$ cat src/adc_ctrl_pkg.sv
// Package: register map, field positions, reset values and timing counts
package adc_ctrl_pkg;
    // Register indices on the plain register port
    localparam logic [2:0] ADDR_CONV_CTRL   = 3'h0;
    localparam logic [2:0] ADDR_CLK_PWR     = 3'h1;
    localparam logic [2:0] ADDR_PIN_CFG     = 3'h2;
    localparam logic [2:0] ADDR_RESULT_LO   = 3'h3;
    localparam logic [2:0] ADDR_RESULT_HI   = 3'h4;
    localparam logic [2:0] ADDR_INT_CTRL    = 3'h5;
    localparam logic [2:0] ADDR_IRQ_STATUS  = 3'h6;
    localparam logic [2:0] ADDR_IRQ_MASK    = 3'h7;
    // Field positions
    localparam int CTRL_START_BIT   = 7;
    localparam int CTRL_BUSY_BIT    = 6;
    localparam int CLK_PWRDN_BIT    = 6;
    localparam int INT_GLOBAL_BIT   = 0;
    localparam int INT_CONV_BIT     = 1;
    localparam int IRQ_DONE_BIT     = 0;
    // Reset values
    localparam logic [7:0] CLK_PWR_RESET = 8'h40;
    localparam logic [7:0] PIN_CFG_RESET = 8'h00;
    // Clock-select codes
    localparam logic [2:0] DIV_2   = 3'h0;
    localparam logic [2:0] DIV_8   = 3'h1;
    localparam logic [2:0] DIV_32  = 3'h2;
    localparam logic [2:0] DIV_1   = 3'h4;
    localparam logic [2:0] DIV_4   = 3'h5;
    localparam logic [2:0] DIV_16  = 3'h6;
    // Conversion length in conversion clock periods
    localparam logic [4:0] CONV_PERIODS = 5'h10;
    // Recommended least conversion clock period, for software only
    localparam int MIN_TAD_NS = 500;
    localparam int SYS_CLK_NS = 100;
    localparam int MIN_TAD_CYCLES = (MIN_TAD_NS + SYS_CLK_NS - 1) / SYS_CLK_NS;
endpackage : adc_ctrl_pkg

$ cat src/conv_clock_divider.sv
// Conversion clock enable generator from the system clock
`timescale 1ns/1ps
module conv_clock_divider
    import adc_ctrl_pkg::*;
(
    // Clock and reset
    input  wire logic       sys_clk,
    input  wire logic       rst,
    // Control
    input  wire logic       run,
    input  wire logic [2:0] conv_clock_divider_select,
    // Enable pulse out
    output logic            conv_tick
);
    logic [4:0] count;
    logic [4:0] limit;
    logic       valid_code;

    // Terminal count per code; undefined codes stop the clock
    always_comb begin
        valid_code = 1'b1;
        case (conv_clock_divider_select) // [RULE5]
            DIV_1:   limit = 5'h00;
            DIV_2:   limit = 5'h01;
            DIV_4:   limit = 5'h03;
            DIV_8:   limit = 5'h07;
            DIV_16:  limit = 5'h0f;
            DIV_32:  limit = 5'h1f;
            default: begin
                limit      = 5'h00;
                valid_code = 1'b0; // [RULE18]
            end
        endcase
    end

    // Free counter restarted whenever the sequencer is idle
    always_ff @(posedge sys_clk or posedge rst) begin
        if (rst) begin
            count <= 5'h00;
        end else if (!run || !valid_code || count >= limit) begin
            count <= 5'h00;
        end else begin
            count <= count + 5'h01;
        end
    end

    assign conv_tick = run && valid_code && (count >= limit); // [RULE5] [RULE18]

    // Undefined codes must never let the conversion advance
    property p_no_tick_undef;
        @(posedge sys_clk) disable iff (rst)
        (conv_clock_divider_select == 3'h3 || conv_clock_divider_select == 3'h7)
            |-> !conv_tick;
    endproperty
    a_no_tick_undef: assert property (p_no_tick_undef) // [RULE18]
        else $error("tick on undefined divider code");
endmodule : conv_clock_divider

$ cat src/adc_conversion_control.sv
// Conversion control: start sequencing, busy flag, interrupt, pins
// Contract
// [RULE1] Start bit going 0 then 1 then 0 begins one conversion.
// [RULE2] While start is high, converter held in reset and busy forced to 1.
// [RULE3] Busy flag cleared by hardware when conversion finishes.
// [RULE4] End of conversion sets request flag; interrupt only when enabled.
// [RULE5] Clock-select code divides system clock by 2,8,32,1,4,16.
// [RULE6] Power-down bit 0 enables converter, 1 powers it down.
// [RULE7] Software should keep conversion clock period at least 0.5 us.
// [RULE8] One analog/digital configuration bit per pin, eight pins.
// [RULE9] Pull-up disconnected for any pin configured as analog.
// [RULE10] Analog configuration overrides the pin direction setting.
// [RULE11] Software pulses start after every channel-select change.
// [RULE12] Channel-select field connects one analog input to converter.
// [RULE13] Software sets global and converter interrupt enables to use it.
// [RULE14] Software ensures start bit is 0 before the start sequence.
// [RULE15] After busy goes low, result stands in low and high registers.
// [RULE16] Conversion takes 16 conversion clock periods from start release.
// [RULE17] Channel code 000 selects input 0 up to 111 for input 7.
// [RULE18] Undefined clock codes stop the clock; busy stays set.
//
// The address map and strobed register access are this design's own decisions.
`timescale 1ns/1ps
module adc_conversion_control
    import adc_ctrl_pkg::*;
#(
    parameter int RESULT_BITS = 12,
    parameter int PIN_COUNT   = 8
)(
    // Clock and reset
    input  wire logic                   sys_clk,
    input  wire logic                   rst,
    // Register port
    input  wire logic [2:0]             reg_addr,
    input  wire logic [7:0]             reg_wdata,
    input  wire logic                   reg_wr,
    input  wire logic                   reg_rd,
    output logic [7:0]                  reg_rdata,
    // Analog core
    input  wire logic [RESULT_BITS-1:0] core_result,
    output logic                        core_reset,
    output logic                        core_power_on,
    output logic                        core_sample_tick,
    output logic [2:0]                  input_channel_select,
    // Port pins
    input  wire logic [PIN_COUNT-1:0]   port_pullup_cfg,
    input  wire logic [PIN_COUNT-1:0]   port_output_cfg,
    output logic [PIN_COUNT-1:0]        pin_pullup_en,
    output logic [PIN_COUNT-1:0]        pin_output_en,
    output logic [PIN_COUNT-1:0]        pin_analog_route,
    // Interrupt
    output logic                        irq
);
    // Elaboration checks: the byte-wide register layout serves only these sizes
    if (RESULT_BITS < 1 || RESULT_BITS > 16) begin : g_bad_result_bits
        $error("RESULT_BITS must lie in 1..16");
    end
    if (PIN_COUNT != 8) begin : g_bad_pin_count
        $error("PIN_COUNT must be 8");
    end

    // One-hot sequencer states
    typedef enum logic [2:0] {
        ST_IDLE  = 3'b001,
        ST_RESET = 3'b010,
        ST_CONV  = 3'b100
    } conv_state_t;

    conv_state_t                state;
    logic                       start_bit;
    logic                       conversion_busy_flag;
    logic [2:0]                 conv_clock_divider_select;
    logic                       converter_power_down;
    logic [PIN_COUNT-1:0]       pin_analog_config;
    logic                       global_interrupt_enable;
    logic                       converter_interrupt_enable;
    logic [7:0]                 irq_status;
    logic [7:0]                 irq_mask;
    logic [RESULT_BITS-1:0]     result;
    logic [4:0]                 period_count;
    logic                       conv_tick;
    logic                       conv_done;
    logic                       wr_ctrl;

    function automatic logic is_access(input logic strobe, input logic [2:0] a,
                                       input logic [2:0] target);
        return strobe && (a == target);
    endfunction : is_access

    assign wr_ctrl = is_access(reg_wr, reg_addr, ADDR_CONV_CTRL);

    // Software-written control fields
    always_ff @(posedge sys_clk or posedge rst) begin
        if (rst) begin
            start_bit                 <= 1'b0;
            input_channel_select      <= 3'h0;
            conv_clock_divider_select <= CLK_PWR_RESET[2:0];
            converter_power_down      <= CLK_PWR_RESET[CLK_PWRDN_BIT];
            pin_analog_config         <= PIN_CFG_RESET;
            global_interrupt_enable   <= 1'b0;
            converter_interrupt_enable <= 1'b0;
            irq_mask                  <= 8'h00;
        end else if (reg_wr) begin
            case (reg_addr)
                ADDR_CONV_CTRL: begin
                    start_bit            <= reg_wdata[CTRL_START_BIT];
                    input_channel_select <= reg_wdata[2:0]; // [RULE12] [RULE17]
                end
                ADDR_CLK_PWR: begin
                    conv_clock_divider_select <= reg_wdata[2:0];
                    converter_power_down      <= reg_wdata[CLK_PWRDN_BIT];
                end
                ADDR_PIN_CFG:  pin_analog_config <= reg_wdata; // [RULE8]
                ADDR_INT_CTRL: begin
                    global_interrupt_enable    <= reg_wdata[INT_GLOBAL_BIT];
                    converter_interrupt_enable <= reg_wdata[INT_CONV_BIT];
                end
                ADDR_IRQ_MASK: irq_mask <= reg_wdata;
                default: ;
            endcase
        end
    end

    // Sequencer: reset while start high, run on its release
    always_ff @(posedge sys_clk or posedge rst) begin
        if (rst) begin
            state <= ST_IDLE;
        end else begin
            case (state)
                ST_IDLE:  if (start_bit) state <= ST_RESET;
                ST_RESET: if (!start_bit) state <= ST_CONV; // [RULE1]
                ST_CONV: begin
                    if (start_bit) begin
                        state <= ST_RESET; // [RULE2]
                    end else if (conv_done) begin
                        state <= ST_IDLE;
                    end
                end
                default: state <= ST_IDLE;
            endcase
        end
    end

    conv_clock_divider u_div (
        .sys_clk                   (sys_clk),
        .rst                       (rst),
        .run                       (state == ST_CONV && !converter_power_down),
        .conv_clock_divider_select (conv_clock_divider_select),
        .conv_tick                 (conv_tick)
    );

    // Count conversion clock periods since start release
    always_ff @(posedge sys_clk or posedge rst) begin
        if (rst) begin
            period_count <= 5'h00;
        end else if (state != ST_CONV) begin
            period_count <= 5'h00;
        end else if (conv_tick) begin
            period_count <= period_count + 5'h01; // [RULE16]
        end
    end

    assign conv_done = (state == ST_CONV) && conv_tick
                       && (period_count == CONV_PERIODS - 5'h01); // [RULE16]

    // Busy flag: set by start, cleared only by completion; powers up set
    always_ff @(posedge sys_clk or posedge rst) begin
        if (rst) begin
            conversion_busy_flag <= 1'b1;
        end else if (start_bit) begin
            conversion_busy_flag <= 1'b1; // [RULE2]
        end else if (conv_done) begin
            conversion_busy_flag <= 1'b0; // [RULE3]
        end
    end

    // Capture result at completion so it stands once busy falls
    always_ff @(posedge sys_clk or posedge rst) begin
        if (rst) begin
            result <= '0;
        end else if (conv_done) begin
            result <= core_result; // [RULE15]
        end
    end

    // Sticky status: completion wins over a clearing read
    always_ff @(posedge sys_clk or posedge rst) begin
        if (rst) begin
            irq_status <= 8'h00;
        end else begin
            if (is_access(reg_rd, reg_addr, ADDR_IRQ_STATUS)) begin
                irq_status <= 8'h00;
            end
            if (conv_done) begin
                irq_status[IRQ_DONE_BIT] <= 1'b1; // [RULE4]
            end
        end
    end

    // Interrupt only when both enables and the mask allow it
    assign irq = global_interrupt_enable && converter_interrupt_enable
                 && |(irq_status & irq_mask); // [RULE4]

    // Read data, one cycle after the strobe
    always_ff @(posedge sys_clk or posedge rst) begin
        if (rst) begin
            reg_rdata <= 8'h00;
        end else if (reg_rd) begin
            case (reg_addr)
                ADDR_CONV_CTRL:  reg_rdata <= {start_bit, conversion_busy_flag, 3'h0,
                                               input_channel_select};
                ADDR_CLK_PWR:    reg_rdata <= {1'b0, converter_power_down, 3'h0,
                                               conv_clock_divider_select};
                ADDR_PIN_CFG:    reg_rdata <= pin_analog_config;
                ADDR_RESULT_LO:  reg_rdata <= 8'((16'(result)) & 16'h00ff);
                ADDR_RESULT_HI:  reg_rdata <= 8'((16'(result)) >> 8);
                ADDR_INT_CTRL:   reg_rdata <= {6'h00, converter_interrupt_enable,
                                               global_interrupt_enable};
                ADDR_IRQ_STATUS: reg_rdata <= irq_status;
                ADDR_IRQ_MASK:   reg_rdata <= irq_mask;
                default:         reg_rdata <= 8'h00;
            endcase
        end else begin
            reg_rdata <= 8'h00;
        end
    end

    // Core controls
    assign core_power_on    = !converter_power_down; // [RULE6]
    // Reset follows the start bit at once, not one state step later
    assign core_reset       = start_bit || (state == ST_RESET) || converter_power_down; // [RULE2]
    assign core_sample_tick = conv_tick;

    // Pin overrides: analog pins lose pull-up and output drive
    assign pin_analog_route = pin_analog_config; // [RULE8]
    assign pin_pullup_en    = port_pullup_cfg & ~pin_analog_config; // [RULE9]
    assign pin_output_en    = port_output_cfg & ~pin_analog_config; // [RULE10]

    // Assertions
    property p_busy_while_start;
        @(posedge sys_clk) disable iff (rst)
        $past(start_bit) |-> conversion_busy_flag;
    endproperty
    a_busy_while_start: assert property (p_busy_while_start) // [RULE2]
        else $error("busy low while start high");

    property p_reset_while_start;
        @(posedge sys_clk) disable iff (rst)
        (state == ST_CONV && start_bit) |=> core_reset;
    endproperty
    a_reset_while_start: assert property (p_reset_while_start) // [RULE2]
        else $error("core not reset while start high");

    property p_release_starts;
        @(posedge sys_clk) disable iff (rst)
        (state == ST_RESET && !start_bit) |=> state == ST_CONV;
    endproperty
    a_release_starts: assert property (p_release_starts) // [RULE1]
        else $error("start release did not begin conversion");

    property p_done_clears_busy;
        @(posedge sys_clk) disable iff (rst)
        (conv_done && !start_bit) |=> !conversion_busy_flag && irq_status[IRQ_DONE_BIT];
    endproperty
    a_done_clears_busy: assert property (p_done_clears_busy) // [RULE3]
        else $error("busy or status wrong after completion");

    // Divide-by-one run ends sixteen cycles after the release is taken
    property p_sixteen_periods;
        @(posedge sys_clk) disable iff (rst)
        (state == ST_RESET && !start_bit && !reg_wr && !converter_power_down
            && conv_clock_divider_select == DIV_1)
        |-> ##16 (conv_done || start_bit || converter_power_down
            || conv_clock_divider_select != DIV_1);
    endproperty
    a_sixteen_periods: assert property (p_sixteen_periods) // [RULE16]
        else $error("conversion not sixteen periods");

    property p_irq_gated;
        @(posedge sys_clk) disable iff (rst)
        irq |-> global_interrupt_enable && converter_interrupt_enable;
    endproperty
    a_irq_gated: assert property (p_irq_gated) // [RULE4]
        else $error("interrupt without enables");

    property p_pullup_off;
        @(posedge sys_clk) disable iff (rst)
        (pin_pullup_en & pin_analog_config) == 8'h00;
    endproperty
    a_pullup_off: assert property (p_pullup_off) // [RULE9]
        else $error("pull-up on analog pin");

    property p_dir_override;
        @(posedge sys_clk) disable iff (rst)
        (pin_output_en & pin_analog_config) == 8'h00;
    endproperty
    a_dir_override: assert property (p_dir_override) // [RULE10]
        else $error("output drive on analog pin");

    property p_power;
        @(posedge sys_clk) disable iff (rst)
        converter_power_down |-> !core_power_on && !conv_tick;
    endproperty
    a_power: assert property (p_power) // [RULE6]
        else $error("converter active while powered down");

    property p_result_held;
        @(posedge sys_clk) disable iff (rst)
        (!conversion_busy_flag && !conv_done) |=> $stable(result);
    endproperty
    a_result_held: assert property (p_result_held) // [RULE15]
        else $error("result changed while idle");

    property p_start_follows_write;
        @(posedge sys_clk) disable iff (rst)
        wr_ctrl |=> start_bit == $past(reg_wdata[CTRL_START_BIT]);
    endproperty
    a_start_follows_write: assert property (p_start_follows_write) // [RULE1]
        else $error("start bit did not follow its write");

    property p_reset_level;
        @(posedge sys_clk) disable iff (rst)
        start_bit |-> core_reset;
    endproperty
    a_reset_level: assert property (p_reset_level) // [RULE2]
        else $error("core not reset while start bit high");

    property p_channel_route;
        @(posedge sys_clk) disable iff (rst)
        !wr_ctrl |=> $stable(input_channel_select);
    endproperty
    a_channel_route: assert property (p_channel_route) // [RULE12]
        else $error("channel changed without a control write");

    // Stopped conversion clock must leave the busy flag standing
    property p_undef_holds_busy;
        @(posedge sys_clk) disable iff (rst)
        (conversion_busy_flag && (conv_clock_divider_select == 3'h3
            || conv_clock_divider_select == 3'h7)) |=> conversion_busy_flag;
    endproperty
    a_undef_holds_busy: assert property (p_undef_holds_busy) // [RULE18]
        else $error("busy fell with the conversion clock stopped");

    property p_irq_level;
        @(posedge sys_clk) disable iff (rst)
        (global_interrupt_enable && converter_interrupt_enable
            && (irq_status & irq_mask) != 8'h00) |-> irq;
    endproperty
    a_irq_level: assert property (p_irq_level) // [RULE4]
        else $error("interrupt low with an enabled request pending");
endmodule : adc_conversion_control

$ cat config.mk
export PLATFORM = sky130hd
export DESIGN_NAME = adc_conversion_control
export DESIGN_NICKNAME = d
export VERILOG_FILES = /design/src/adc_ctrl_pkg.sv /design/src/conv_clock_divider.sv /design/src/adc_conversion_control.sv
export SDC_FILE = /design/constraint.sdc
export NUM_CORES = 1
export LEC_CHECK = 0
export BUFFER_PORTS_ARGS = -buffer_cell sky130_fd_sc_hd__buf_4
export CORE_MARGIN = 1
export CORE_UTILIZATION = 53
export CTS_CLUSTER_SIZE = 12
export DETAILED_ROUTE_END_ITERATION = 10
export GPL_TIMING_DRIVEN = 0
export MAX_ROUTING_LAYER = met4
export PLACE_DENSITY = 0.9
export SLEW_MARGIN = 20
export SYNTH_ARGS = -nofsm -noshare
export SYNTH_HDL_FRONTEND = slang
export SYNTH_SLANG_ARGS = --single-unit
export TNS_END_PERCENT = 10
$ cat constraint.sdc
create_clock -name sys_clk -period 3.15 [get_ports sys_clk]
set_input_delay 0.315 -clock sys_clk [delete_from_list [all_inputs] [get_ports sys_clk]]
set_output_delay 0.315 -clock sys_clk [all_outputs]
set_load 0.005 [all_outputs]
# Yosys cells after proc, flatten, opt, wreduce, memory -nomap -nowiden
# Cells that the tools add are included.
[classes]
n_addsub = 2
order_cmp = 1
n_eq_ne = 20
muxes = 16
n_bitwise = 4
n_reduce_logical = 28
[op_table]
columns = ["operator", "count"]
rows = [
  ["8-bit case mux with 8 select lines", 1],
  ["5-bit case mux with 5 select lines", 1],
  ["3-bit == test (second input constant)", 8],
  ["8-bit AND", 2],
  ["5-bit 2-to-1 mux", 3],
  ["3-bit by 2-bit == test with 1-bit output (second input constant)", 4],
  ["3-bit 2-to-1 mux", 4],
  ["5-bit by 1-bit adder with 5-bit output (second input constant)", 2],
  ["2-bit AND reduction", 5],
  ["3-bit by 1-bit == test with 1-bit output (second input constant)", 3],
  ["3-bit case mux with 3 select lines", 1],
  ["1-bit by 8-bit AND with 8-bit output", 1],
  ["1-bit logical AND", 8],
  ["8-bit 2-to-1 mux", 1],
  ["8-bit inverter", 1],
  ["8-bit OR reduction", 1],
  ["3-bit zero test", 2],
  ["3-bit != test (second input constant)", 2],
  ["2-bit nonzero test", 3],
  ["6-bit OR reduction", 1],
  ["5-bit by 4-bit == test with 1-bit output (second input constant)", 1],
  ["5-bit >= comparator", 1],
  ["1-bit 2-to-1 mux", 5],
  ["1-bit logical OR", 4],
  ["3 further kinds", 6],
]
[totals]
reg_bits = 61
inputBits = 43
out_inout_bits = 39
elab_cells = 86

# Logic depth before layout (Yosys ltp)
[depth]
ltp_word = 10
depth_mapped = 10
mapped_depth_nobuf = 9

# Hierarchy
# Synthesis repeated with hierarchy kept, for this count alone.
[unflattened]
cells_unflattened = 268
area_unflattened_um2 = 3124.2
[modules_own_cells]
columns = ["module", "instances", "cells_per_inst", "area_per_inst_um2", "seq_area_each_um2"]
rows = [
  ["adc_conversion_control", 1, 228, 2752.6, 1405.1],
  ["conv_clock_divider", 1, 40, 371.6, 125.1],
]

# Worst setup path before layout
# OpenSTA, ideal clock, no wires.
[synth_timing]
path_type = "register to register"
startpoint = "reg conv_clock_divider_select[0]"
endpoint = "reg result[0]"
setup_ns = 0.125
t_arrival_ns = 2.298
required_ns = 3.025
setup_slack_ns = 0.727
stages_incl_launch_ff = 11
path_buffers = 1
synth_period_minus_slack_ns = 2.423
cell_sequence = "dfrtp_1 > inv_1 > ha_1 > a21o_1 > ha_1 > nand2b_1 > a31oi_1 > o21ai_4 > nand2_4 > buf_6 > mux2_4"
[synth_via]
elab_chain_len = 7
word_cells_on_any_way = 14
cone_classes = "order compare (1); eq/ne (5); mux (2); reduce/logical (6)"
[synth_lines]
columns = ["item", "line", "rtl"]
rows = [
  ["start: declaration", "adc_conversion_control.sv:72", "logic [2:0] conv_clock_divider_select;"],
  ["start signal: assignment", "adc_conversion_control.sv:97", "conv_clock_divider_select <= CLK_PWR_RESET[2:0];"],
  ["start signal: assignment", "adc_conversion_control.sv:110", "conv_clock_divider_select <= reg_wdata[2:0];"],
  ["branches (longest 4 deep; another with 5-bit >= comparator)", "--", ""],
  ["1-bit logical AND (*)", "conv_clock_divider.sv:47", "assign conv_tick = run && valid_code && (count >= limit);"],
  ["via core_sample_tick", "adc_conversion_control.sv:43", "output logic core_sample_tick,"],
  ["1-bit logical AND (*)", "adc_conversion_control.sv:163", "assign conv_done = (state == ST_CONV) && conv_tick"],
  ["1-bit logical AND (*)", "adc_conversion_control.sv:164", "&& (period_count == CONV_PERIODS - 5'h01);"],
  ["end signal: assignment", "adc_conversion_control.sv:182", "result <= core_result;"],
  ["end: declaration", "adc_conversion_control.sv:79", "logic [RESULT_BITS-1:0] result;"],
]
# Mark *: on every way through the listed nets, which the timed path passes.
# A chain may end at the register's enable or synchronous reset.

# Worst setup path in the final report
[layout_timing]
startpoint = "reg conv_clock_divider_select[0]"
endpoint = "out core_sample_tick"
[layout_via]
elab_chain_len = 5
word_cells_on_any_way = 12
cone_classes = "order compare (1); eq/ne (5); mux (2); reduce/logical (4)"
[layout_lines]
columns = ["item", "line"]
rows = [
  ["branches (longest 4 deep; another with 5-bit >= comparator)", "--"],
  ["1-bit logical AND (*)", "conv_clock_divider.sv:47"],
  ["end: declaration", "adc_conversion_control.sv:43"],
]
# Mark *: on every way between the ends.

==> flow_summary.ini <==
[power_and_ir_drop]
p_leak_nw = 1.97
ir_worst_vdd_uv = 351
p_per_area_nw_per_um2 = 553

[timing]
fmax_mhz = 359
fin_crit_ns = 2.78
fin_setup_tns_ns = 0
worst_slew_pin_slew_ns = 1.21
maxSlewViolCount = 0
finClkSkew_ns = 0.00415
timing.final.ws_setup_ns = 0.367
post-route-period-util = 0.883
grt_setup_unrepaired = false
slew_headroom = 0.184
hold_violations = 0
setup_violations = 0

[clock_network]
hold_buffers = 0
clkTransAtPathRegs_ns = 0.07
clock_latency_ns = 0.34
cts_buffer_depth = 2
cts-root-buf = clkbuf_8
cts-resized-gates = 0
cts_tree = done
cts_max_level = 3
postCtsSetupBuffers = 0
cts_made_buffers = 9
cts.sinks = 61

[worst_setup_path]
crit_type = flip-flop to primary output
path_max_fanout = 8
required_ns = 2.83
r2r_start = conv_clock_divider_select[0]$_DFFE_PP0P_
cp-startpoint = conv_clock_divider_select[0]$_DFFE_PP0P_
crit_path_end_kind = primary output
critPathArrivalTime_ns = 2.47
startpoint_type = flip-flop

[detailed_routing]
ant_nets = 0
num_vias = 2522
wl_per_cell_um = 16.6
via_per_inst = 5.71
drc_errors = 0
drt_iter0_markers = 140
dr.pass1.iters = 5
drt_wl_total_mm = 7.32

[die]
io_pins = 82
die_area_sq_um = 6140
die_h_um = 78.4
core_area_sq_um = 5570
die_x_um = 78.4
start_util = 0.555
rows = 27

[global_routing]
grt_pass1_vias = 2426
grt_util_all_layers = 0.259
grt_first_pass_wirelength_mm = 11.6
grt_start_max_net_pins = 62
grt-ovfl-total = 0
antenna_found_initial = 0

[synth]
synth_top_area_share = 0.469
syn_nets = 330
synth.most_common_cell = dfrtp_1
netlist-cell-type-count = 43
ys_top_cells_by_area = dfrtp_1 47%, mux2_2 11%, ha_1 5.3%, mux2i_1 3.9%, nor2b_1 3.8%
netlist.top_cell.by_area = dfrtp_1
yosysSeqAreaShare = 0.495
syn_area_sq_um = 3090
synth_edf_count = 0
yosysWarnings = 0
ys_async_sr_fraction = 1.00
synth.avg_cell_area_sq_um = 11.3
ys.flop_type = dfrtp_1
netlist_instances = 274
synth_common_cells = 58 x dfrtp_1, 29 x mux2_2, 21 x nor2_1
ys_seq_elements = 61

[layout]
nFillCells = 391
final_core_util = 0.715
layout-drive-gt1-share = 0.386
antenna_cells = 0
final_cells = 442
multiInputGateArea_sq_um = 1460
fin_nets = 421
regArea_sq_um = 1530
area_growth_pct = 28.8

[min_path]
worstHoldPathType = primary input to async pin

[placement]
place_ws_ns = 0.403
hpwl_mm = 5.29
io_buffers = 80
dp.cells = 426
gp_congestion = 0.838

[job]
cap_viol_max_count = 0

[status]
status = complete, no violations
flip-flops by register name, summed over array words and instances, names as in the netlist:
signal and count:
start_bit 1, u_div.count 5, pin_analog_route 8, global_interrupt_enable 1
converter_power_down 1, converter_interrupt_enable 1, input_channel_select 3, irq_status 1
state 3, result 12, period_count 5, irq_mask 8
reg_rdata 8, conv_clock_divider_select 3, conversion_busy_flag 1
logic make-up after synthesis:
family | count (synthesis) | synth area share
buf+inv | 22 | 0.0320
xor+xnor | 5 | 0.0142
simple gates | 83 | 0.144
compound gates | 43 | 0.0890
flops | 61 | 0.495
mux | 47 | 0.174
fa+ha+maj | 13 | 0.0526
worst paths after layout:
check / depth (start not counted) / slack, ns / endpoint
worst min register to register: 1 / 0.50 / u_div.count[0]$_DFF_PP0_
worst max-delay path: 8 / 0.37 / core_sample_tick
min in group sys_clk: 2 / 0.20 / result[3]$_DFFE_PP0P_
worst min-delay path: 2 / 0.1 / period_count[4]$_DFFE_PP0P_
worst max register to register: 10 / 0.38 / result[1]$_DFFE_PP0P_
max in group asynchronous: 2 / 2.57 / converter_interrupt_enable$_DFFE_PP0P_
where the power goes:
part           leakage (nW)  internal (mW)  total [mW]  switching, mW
sequential            0.760          0.893       0.990         0.0972
clock                0.0918          0.367       0.700          0.333
combinational          1.12          0.281       0.514          0.233
total                  1.97           1.54        2.20          0.664
through the flow:
| stage | hold slack [ns] | area [sq um] | power (mW) |
|---|---|---|---|
| final | 0.0972 | 3990 | 2.20 |
| after global routing | 0.161 | 3990 | 2.32 |
| after CTS | 0.121 | 3990 | 2.21 |
| after detailed placement | 0.492 | 3790 | 1.51 |
| after global placement | 0.475 | 3780 | 1.48 |
| after floorplan | 0.424 | 3090 | 1.27 |
metal layers:
| metal | track usage | wire [um] | vias to the layer above |
|---|---|---|---|
| met4 | 0.0870 | 159 | 0 |
| met3 | 0.0570 | 533 | 19 |
| met1 | 0.310 | 2910 | 1252 |
| met2 | 0.436 | 3720 | 121 |
| li1 | - | - | 1130 |
| met5 | - | 0 | - |
cell type report:
class                   count  area share
flip-flops and latches     61       0.384
multi-input cells         191       0.367
repair buffers             80       0.151
clock buffers               9      0.0311
well taps                  72      0.0226
clock inverters             7      0.0188
plain buffers              10      0.0135
inverters                  12      0.0119
cell usage in the layout (no fill, tap or decap), types with 6 or more instances in the layout:
master and instances:
a21oi_1 14, buf_4 80, clkbuf_1 6, clkbuf_8 9
dfrtp_1 58, ha_1 13, inv_1 11, mux2_2 29
mux2_4 6, mux2i_1 12, nand2_1 19, nor2_1 21
nor2b_1 19, o21ai_0 13
worst max-delay path, cell delays in order (launching register included):
cell      delay, ns
dfrtp_1        0.43
inv_1          0.12
ha_1           0.33
a21o_1         0.16
ha_1           0.25
nand2b_1       0.14
a31oi_1        0.35
o21ai_4        0.18
buf_4          0.17
Note: power is estimated with default switching activity, not from simulation.
